--- config.mk ---
export PLATFORM = sky130hd
export DESIGN_NAME = rcs_recovered_clock_output_select
export DESIGN_NICKNAME = d
export VERILOG_FILES = /design/src/hdl/rcs_pkg.sv /design/src/hdl/rcs_recovered_clock_output_select.sv
export VERILOG_INCLUDE_DIRS = /design/src /design/src/hdl
export SDC_FILE = /design/constraint.sdc
export NUM_CORES = 1
export LEC_CHECK = 0
export ABC_AREA = 1
export BUFFER_PORTS_ARGS = -buffer_cell sky130_fd_sc_hd__buf_4
export CAP_MARGIN = 20
export CORE_ASPECT_RATIO = 0.6
export CORE_MARGIN = 3
export CORE_UTILIZATION = 45
export CTS_BUF_LIST = sky130_fd_sc_hd__clkbuf_2
export CTS_CLUSTER_DIAMETER = 30
export CTS_CLUSTER_SIZE = 10
export DETAILED_ROUTE_END_ITERATION = 10
export PLACE_DENSITY = 0.82
export SLEW_MARGIN = 20
export SYNTH_ARGS = -nofsm -noshare
export SYNTH_HDL_FRONTEND = slang
export SYNTH_SLANG_ARGS = --single-unit
--- constraint.sdc ---
create_clock -name clk -period 1.9 [get_ports clk]
set_input_delay 0.57 -clock clk [delete_from_list [all_inputs] [get_ports clk]]
set_output_delay 0.57 -clock clk [all_outputs]
set_load 0.01 [all_outputs]
--- src/hdl/rcs_cfg.svh ---
// Register map and field layout of the recovered clock two selector.
// Assumes inclusion by bare name from the bench or design files.
`ifndef RCS_CFG_SVH
`define RCS_CFG_SVH
`define RCS_CTRL_ADDR     12'h0018
`define RCS_CTRL_RESET    16'h0000
`define RCS_CTRL_WMASK    16'hFF37
`define RCS_ENABLE_BIT    15
`define RCS_SRC_HI        14
`define RCS_SRC_LO        11
`define RCS_FREQ_HI       10
`define RCS_FREQ_LO       8
`define RCS_SQL_HI        5
`define RCS_SQL_LO        4
`define RCS_PATH_HI       2
`define RCS_PATH_LO       0
`define RCS_NUM_PORTS     4
`define RCS_DIV125        3'h1
`define RCS_DIV25         3'h5
`define RCS_DIV31         3'h4
`endif

--- src/hdl/rcs_pkg.sv ---
// Types of the recovered clock two selector.
// Assumes rcs_cfg.svh defines the numeric layout.
package rcs_pkg;
  typedef enum logic [1:0] {
    RCS_SQL_AUTO,
    RCS_SQL_AUTO_EXT,
    RCS_SQL_LINKDOWN,
    RCS_SQL_OFF
  } rcs_squelch_t;
  typedef enum logic [1:0] {
    RCS_FREQ_25,
    RCS_FREQ_125,
    RCS_FREQ_31,
    RCS_FREQ_RSVD
  } rcs_freq_t;
endpackage : rcs_pkg

--- src/hdl/rcs_recovered_clock_output_select.sv ---
// Control register, source select, divider and squelch for recovered clock two.
// Assumes APB master on clk; per-port clocks arrive as synchronous 625 MHz-derived
// enables sampled on clk (modelled as 1-bit line-rate toggles per port).
//
// How it works
// - Output drives only while enable bit 15 is set; reset value zero.
// - Bits 14:11 choose port zero to three; other codes reserved, output held low.
// - Bits 10:8 set rate 25, 125 or 31.25 MHz; reserved codes hold low.
// - Squelch 00 holds low on link down, unstable, master, 10BASE-T or EEE.
// - Squelch 01 runs also in master, 10BASE-T, and EEE while LP_IDLE received.
// - Squelch 10 holds low only when the selected link is down.
// - Squelch 11 never squelches; clock runs even with link down.
// - External squelch-force input high squelches output regardless of settings.
// - Bits 2:0 pick serial media (000) or copper (001) clock; others reserved.
`timescale 1ns/10ps
`default_nettype none
`include "rcs_cfg.svh"

module rcs_recovered_clock_output_select #(
  parameter int NPORTS = `RCS_NUM_PORTS
) (
  input  wire logic              clk,
  input  wire logic              rst_n,
  input  wire logic              psel,
  input  wire logic              penable,
  input  wire logic              pwrite,
  input  wire logic [11:0]       paddr,
  input  wire logic [31:0]       pwdata,
  output logic      [31:0]       prdata,
  output logic                   pready,
  output logic                   pslverr,
  input  wire logic [NPORTS-1:0] serialClk,
  input  wire logic [NPORTS-1:0] copperClk,
  input  wire logic [NPORTS-1:0] linkUp,
  input  wire logic [NPORTS-1:0] linkUnstable,
  input  wire logic [NPORTS-1:0] gigMaster,
  input  wire logic [NPORTS-1:0] tenBaseT,
  input  wire logic [NPORTS-1:0] eeeMode,
  input  wire logic [NPORTS-1:0] lpIdleRx,
  input  wire logic              squelchForce,
  output logic                   recovered_clock_out_two
);

  // ------------------------------------------------------------
  // Register bus
  // ------------------------------------------------------------
  logic [15:0] ctrl_ff;
  logic [15:0] nxt_ctrl;
  logic [31:0] prdata_ff;
  logic [31:0] nxt_prdata;
  logic        pready_ff;
  logic        nxt_pready;
  logic        pslverr_ff;
  logic        nxt_pslverr;
  logic        hit;

  // One wait state: setup, access, ready in the access cycle after
  always_comb begin
    hit         = (paddr == `RCS_CTRL_ADDR);
    nxt_ctrl    = ctrl_ff;
    nxt_prdata  = prdata_ff;
    nxt_pready  = 1'b0;
    nxt_pslverr = 1'b0;
    if (psel && penable && !pready_ff) begin
      nxt_pready  = 1'b1;
      nxt_pslverr = !hit;
      if (pwrite && hit) begin
        nxt_ctrl = pwdata[15:0] & `RCS_CTRL_WMASK;
      end
      nxt_prdata = hit ? {16'h0000, ctrl_ff} : 32'h0000_0000;
    end
  end

  always_ff @(posedge clk) begin
    if (!rst_n) begin
      ctrl_ff    <= `RCS_CTRL_RESET;
      prdata_ff  <= 32'h0000_0000;
      pready_ff  <= 1'b0;
      pslverr_ff <= 1'b0;
    end else begin
      ctrl_ff    <= nxt_ctrl;
      prdata_ff  <= nxt_prdata;
      pready_ff  <= nxt_pready;
      pslverr_ff <= nxt_pslverr;
    end
  end

  assign prdata  = prdata_ff;
  assign pready  = pready_ff;
  assign pslverr = pslverr_ff;

  // ------------------------------------------------------------
  // Source select and squelch decision
  // ------------------------------------------------------------
  logic [3:0]          srcSel;
  logic [2:0]          freqSel;
  logic [2:0]          pathSel;
  rcs_pkg::rcs_squelch_t sqlMode;
  logic                portOk;
  logic                pathOk;
  logic                freqOk;
  logic                srcClk;
  logic                squelch;
  logic [NPORTS-1:0]   portClk;
  logic [1:0]          port;

  assign srcSel  = ctrl_ff[`RCS_SRC_HI:`RCS_SRC_LO];
  assign freqSel = ctrl_ff[`RCS_FREQ_HI:`RCS_FREQ_LO];
  assign pathSel = ctrl_ff[`RCS_PATH_HI:`RCS_PATH_LO];
  assign sqlMode = rcs_pkg::rcs_squelch_t'(ctrl_ff[`RCS_SQL_HI:`RCS_SQL_LO]);
  assign portOk  = (srcSel < 4'(NPORTS));
  assign pathOk  = (pathSel[2:1] == 2'b00);
  assign freqOk  = (freqSel < 3'h3);
  assign port    = srcSel[1:0];

  genvar g;
  generate
    for (g = 0; g < NPORTS; g++) begin : gPortClk
      assign portClk[g] = pathSel[0] ? copperClk[g] : serialClk[g];
    end
  endgenerate

  assign srcClk = portClk[port];

  always_comb begin
    squelch = 1'b1;
    case (sqlMode)
      rcs_pkg::RCS_SQL_AUTO: begin
        squelch = !linkUp[port] || linkUnstable[port] || gigMaster[port]
                  || tenBaseT[port] || eeeMode[port];
      end
      rcs_pkg::RCS_SQL_AUTO_EXT: begin
        squelch = !linkUp[port] || linkUnstable[port]
                  || (eeeMode[port] && !lpIdleRx[port]);
      end
      rcs_pkg::RCS_SQL_LINKDOWN: begin
        squelch = !linkUp[port];
      end
      rcs_pkg::RCS_SQL_OFF: begin
        squelch = 1'b0;
      end
      default: begin
        squelch = 1'b1;
      end
    endcase
  end

  // ------------------------------------------------------------
  // Divider and output
  // ------------------------------------------------------------
  // Divides rising edges of the selected line clock; half period in edges
  logic [2:0] half;
  logic [2:0] cnt_ff;
  logic [2:0] nxt_cnt;
  logic       srcPrev_ff;
  logic       nxt_srcPrev;
  logic       div_ff;
  logic       nxt_div;
  logic       out_ff;
  logic       nxt_out;
  logic       run;

  always_comb begin
    case (freqSel)
      3'h0:    half = `RCS_DIV25;
      3'h1:    half = `RCS_DIV125;
      3'h2:    half = `RCS_DIV31;
      default: half = `RCS_DIV125;
    endcase
    run         = ctrl_ff[`RCS_ENABLE_BIT] && portOk && pathOk && freqOk
                  && !squelch && !squelchForce;
    nxt_srcPrev = srcClk;
    nxt_cnt     = cnt_ff;
    nxt_div     = div_ff;
    if (!run) begin
      nxt_cnt = 3'h0;
      nxt_div = 1'b0;
    end else if (srcClk && !srcPrev_ff) begin
      if (cnt_ff + 3'h1 >= half) begin
        nxt_cnt = 3'h0;
        nxt_div = !div_ff;
      end else begin
        nxt_cnt = cnt_ff + 3'h1;
      end
    end
    nxt_out = run && div_ff;
  end

  always_ff @(posedge clk) begin
    if (!rst_n) begin
      cnt_ff     <= 3'h0;
      srcPrev_ff <= 1'b0;
      div_ff     <= 1'b0;
      out_ff     <= 1'b0;
    end else begin
      cnt_ff     <= nxt_cnt;
      srcPrev_ff <= nxt_srcPrev;
      div_ff     <= nxt_div;
      out_ff     <= nxt_out;
    end
  end

  assign recovered_clock_out_two = out_ff;

endmodule : rcs_recovered_clock_output_select
`default_nettype wire
# Word-level counts from Yosys, hierarchy flattened
# Index checks and enable logic that the tools add are counted.
# Widths: inputs -> output; s select.
[totals]
out_inout_bits = 35
latchBits = 0
ff_bits = 53
inputBits = 82
rom_bits = 0
ram_bits = 0
memories = 0
elab_cells = 72
[op_classes]
div = 0
n_bitwise = 0
order_cmp = 4
shifts = 0
add_sub_neg = 1
eq_ne = 5
reduce_logical = 31
mux = 23
multipliers = 0
[ops]
columns = ["operator", "count"]
rows = [
  ["$mux 16", 1],
  ["$bmux 1 s2", 7],
  ["$eq 12x5->1 const B", 1],
  ["$mux 1", 12],
  ["$logic_and 1x1->1", 11],
  ["$logic_not 1->1", 8],
  ["$reduce_and 2->1", 4],
  ["$pmux 3 s2", 1],
  ["$logic_or 1x1->1", 5],
  ["$eq 2x2->1 const B", 2],
  ["$logic_not 2->1", 2],
  ["$lt 4x3->1 const B", 1],
  ["$pmux 1 s4", 1],
  ["$add 3x1->3 const B", 1],
  ["$eq 3x2->1 const B", 1],
  ["$ge 3x3->1", 1],
  ["$logic_not 3->1", 1],
  ["$lt 2x3->1 const B", 1],
  ["$lt 3x2->1 const B", 1],
  ["$mux 3", 1],
  ["$eq 2x1->1 const B", 1],
]

# Depth between registers and ports, before layout
[depth]
word_depth = 12
mapped_depth = 12

# Worst setup path after synthesis
# OpenSTA, ideal clock, no wires.
[synth_path]
path_type = "input -> register"
startpoint = "input paddr[9]"
endpoint = "register ctrl_ff[0]"
setup_time_ns = 0.113
setup_slack_ns = 0.202
arrival_ns = 1.586
n_path_buf = 2
cell_stages = 8
path_cell_list = "or2_1 > nor3_1 > and2_1 > buf_4 > nand3_4 > buf_2 > nor2_1 > nor2_1"
[synth_via]
elab_chain_cells = 3
[synth_lines]
columns = ["item", "line", "rtl"]
rows = [
  ["start: declaration", "rcs_recovered_clock_output_select.sv:27", "input wire logic [11:0] paddr,"],
  ["$eq 12x5->1 (no source line)", "--", ""],
  ["$logic_and 1x1->1", "rcs_recovered_clock_output_select.sv:67", "if (pwrite && hit) begin"],
  ["$reduce_and 2->1 (no source line)", "--", ""],
  ["end signal: assignment", "rcs_recovered_clock_output_select.sv:76", "ctrl_ff <= `RCS_CTRL_RESET;"],
  ["end signal: assignment", "rcs_recovered_clock_output_select.sv:81", "ctrl_ff <= nxt_ctrl;"],
  ["end: declaration", "rcs_recovered_clock_output_select.sv:47", "logic [15:0] ctrl_ff;"],
]
# No other way between the ends.
# A chain may end at the register's enable or synchronous reset.

# Worst setup path after layout
[layout_path]
startpoint = "register cnt_ff[0]"
endpoint = "register cnt_ff[1]"
[layout_via]
elab_chain_cells = 3
[layout_lines]
columns = ["item", "line", "rtl"]
rows = [
  ["start: declaration", "rcs_recovered_clock_output_select.sv:153", "logic [2:0] cnt_ff;"],
  ["start signal: assignment", "rcs_recovered_clock_output_select.sv:196", "cnt_ff <= nxt_cnt;"],
  ["$add 3x1->3 *", "rcs_recovered_clock_output_select.sv:179, rcs_recovered_clock_output_select.sv:183", ""],
  ["$ge 3x3->1", "rcs_recovered_clock_output_select.sv:179", "if (cnt_ff + 3'h1 >= half) begin"],
  ["$mux 3 *", "rcs_recovered_clock_output_select.sv:179", ""],
]
# Mark *: on every way between the ends. The rest lies on a longest branch, timed or not.

==> results.json <==
{
  "ant_nets": 0,
  "critPathRequiredTime_ns": 2.23,
  "yosysSeqAreaShare_pct": 34.80,
  "dr.first_iter.drc_count": 65,
  "powerDensity_nw_per_um2": 509.4,
  "holdCritPathClass": "input pin to flop",
  "routed_wirelength_um": 4831,
  "antenna_found_initial": 0,
  "dr.pass1.iters": 4,
  "grt_remaining_overflow": 0,
  "crit_arrival_ns": 2.00,
  "num_rows": 17,
  "chipWidth_um": 91.11,
  "setup_viol": 0,
  "start_kind": "flop",
  "p_clk_share_pct": 24.9,
  "routabilityCongestion": 0.8021,
  "port_buffers": 78,
  "htree_levels": 2,
  "grt_pass1_wl_um": 7817,
  "grt_pass1_vias": 1869,
  "top_usage_layer": "met2",
  "synthSimpleGateAreaFrac_pct": 34.80,
  "muxShareOfSynthArea_pct": 0,
  "worstSetupEndpointType": "flop",
  "synth_top_area_share_pct": 34.80,
  "synth_compound_area_share_pct": 9.085,
  "grt.total_usage_pct": 18.69,
  "ys_top_cells_by_area": "dfxtp_1, nand2_1, nor2_1",
  "layout_min_cycle_time_ns": 1.662,
  "post_cts_resized": 0,
  "synth_xor_area_share_pct": 0.4479,
  "post_drt_via_cell_ratio": 4.486,
  "synth_cell_types": 23,
  "cts_sinks": 34,
  "grt_max_degree": 27,
  "period_share_pct": 87.48,
  "drc_errors": 0,
  "final_core_util_pct": 65.22,
  "rsz0062_at_grt": "no",
  "dr_total_vias": 2014,
  "max_cap_violations": 0,
  "worst_slack_ns": 0.2379,
  "drive_gt1_share_pct": 23.21,
  "use_met3_pct": 6.192,
  "wl_per_cell_um": 10.76,
  "initial_core_util_pct": 49.97,
  "pwr-share-comb_pct": 18.0,
  "yosysTopAreaCell": "dfxtp_1",
  "p_leak_uw": 0.001399,
  "switching_share_pct": 27.57,
  "status": "completed",
  "final.fill_count": 356,
  "drv_slew": 0,
  "p_int_uw": 941.8,
  "cts_buffers": 5,
  "p_seq_share_pct": 57.1,
  "cts.path.max_buffers": 2,
  "crit_fanout": 4,
  "vdd.ir_drop.worst_mv": 0.2610,
  "io_pins": 117,
  "finalSetupTns_ns": 0,
  "antennaDiodeCount": 0,
  "dp_hpwl_um": 3810,
  "dpl_cell_area_um2": 2516,
  "die_h_um": 57.07,
  "cts_hold_buf": 0,
  "synth-seq-cells": 34,
  "path_clk_slew_ns": 0.17,
  "postCtsSetupBuffers": 0,
  "use_met1_pct": 23.41,
  "netlist_area_um2": 1956,
  "synth_cells": 313,
  "post-route-cell-area_um2": 2552,
  "synth.avg_cell_area_um2": 6.248,
  "fmax_ghz": 0.6017,
  "yosysWarnings": 0,
  "dieArea_um2": 5199,
  "clkLatencyLatePin_ns": 0.39,
  "cts_tree": "yes",
  "synth_top_family_by_area": "simple AND/OR/NAND/NOR gates",
  "critPathKind": "flop to flop",
  "cts.root.buffer_cell": "clkbuf_2",
  "fin_nets": 476,
  "pre_cts_ws_ns": 0.01508,
  "use_met2_pct": 30.54,
  "hold_violations": 0,
  "finClkSkew_ns": 0.01019,
  "area_growth_pct": 30.52,
  "synth_fa_ha_area_share_pct": 1.919,
  "core-area_um2": 3914,
  "netSwitchingPower_uw": 358.5
}
worst paths after layout:
kind	depth (start not counted)	startpoint	slack, ns	to
setup reg to reg	10	cnt_ff[0]	0.24	cnt_ff[1]
hold reg to reg	2	div_ff	0.48	recovered_clock_out_two
setup / recovery	10	cnt_ff[0]	0.24	cnt_ff[1]
hold / removal	3	pwdata[9]	0.39	ctrl_ff[9]
final cells by class:
cell class | count | area [um^2] | share of cell area [%]
sequential | 34 | 680.7 | 26.67
tap | 57 | 71.32 | 2.794
timing repair buffer | 84 | 630.6 | 24.71
inverter | 42 | 157.7 | 6.176
multi-input combinational | 224 | 975.9 | 38.24
clock inverter | 3 | 11.26 | 0.4412
clock buffer | 5 | 25.02 | 0.9804
power groups by stage:
stage | sequential [uW] | clock [uW] | combinational [uW]
final | 743 | 324 | 234
after global routing | 746 | 355 | 259
after CTS | 743 | 327 | 234
after detailed placement | 758 | 0 | 234
after global placement | 758 | 0 | 230
after floorplan | 765 | 0 | 112
stage by stage:
| step | hold WS (ns) | total power [uW] | cells |
|---|---|---|---|
| floorplan | 0.4308 | 877.1 | 331 |
| detailed placement | 0.4579 | 991.3 | 441 |
| global placement | 0.4555 | 987.9 | 441 |
| CTS | 0.3874 | 1304 | 449 |
| finish | 0.3933 | 1300 | 449 |
| global route | 0.3715 | 1360 | 449 |
registers in the layout (all words and copies together), names as in the netlist:
register and count:
div_ff 1, pslverr 1, ctrl_ff 13, recovered_clock_out_two 1
prdata 13, srcPrev_ff 1, cnt_ff 3, pready 1
placed cells by master (no fill, tap or decap):
cell type / count
nand3_1: 16
nor2_2: 1
conb_1: 19
dfxtp_1: 34
and2_1: 1
nand4_1: 2
o211ai_1: 1
o21ai_0: 19
ha_1: 3
nor4_1: 2
or2_1: 2
clkinv_1: 4
inv_1: 41
buf_4: 84
a21oi_1: 15
nand2_1: 91
nor2_1: 47
xor2_1: 1
nor3_1: 3
nand3_4: 1
clkbuf_2: 5
Yosys cell counts:
cell / n
xor2_1: 1
buf_4: 21
inv_1: 41
o211ai_1: 1
clkinv_1: 1
clkbuf_1: 4
nand4_1: 2
nor3_1: 3
nor2_1: 47
nand3_1: 16
buf_2: 5
a21oi_1: 15
nand2_1: 91
buf_6: 1
nand3_4: 1
o21ai_0: 19
nor4_1: 2
nor2_2: 1
and2_1: 1
ha_1: 3
conb_1: 1
dfxtp_1: 34
or2_1: 2
kinds of logic after synthesis:
logic type / count (synthesis)
buffers and inverters: 73
other: 1
and+or+nand+nor: 166
xor gates and xnor gates: 1
AOI/OAI and AO/OA: 35
adders and majority gates: 3
DFF: 34
layer usage:
metal	share of wire [%]	vias up
li1	-	1075
met2	44	68
met5	0	-
met4	1.2	0
met1	46	863
met3	8.5	8
critical path, cell delays in order (launching register included):
cell	delay [ns]
dfxtp_1	0.42
ha_1	0.18
xor2_1	0.21
ha_1	0.26
nand2_1	0.07
nand2_1	0.10
inv_1	0.09
nand2_1	0.05
nand2_1	0.05
o21ai_0	0.08
nor2_1	0.12
(Power assumes the default switching activity.)
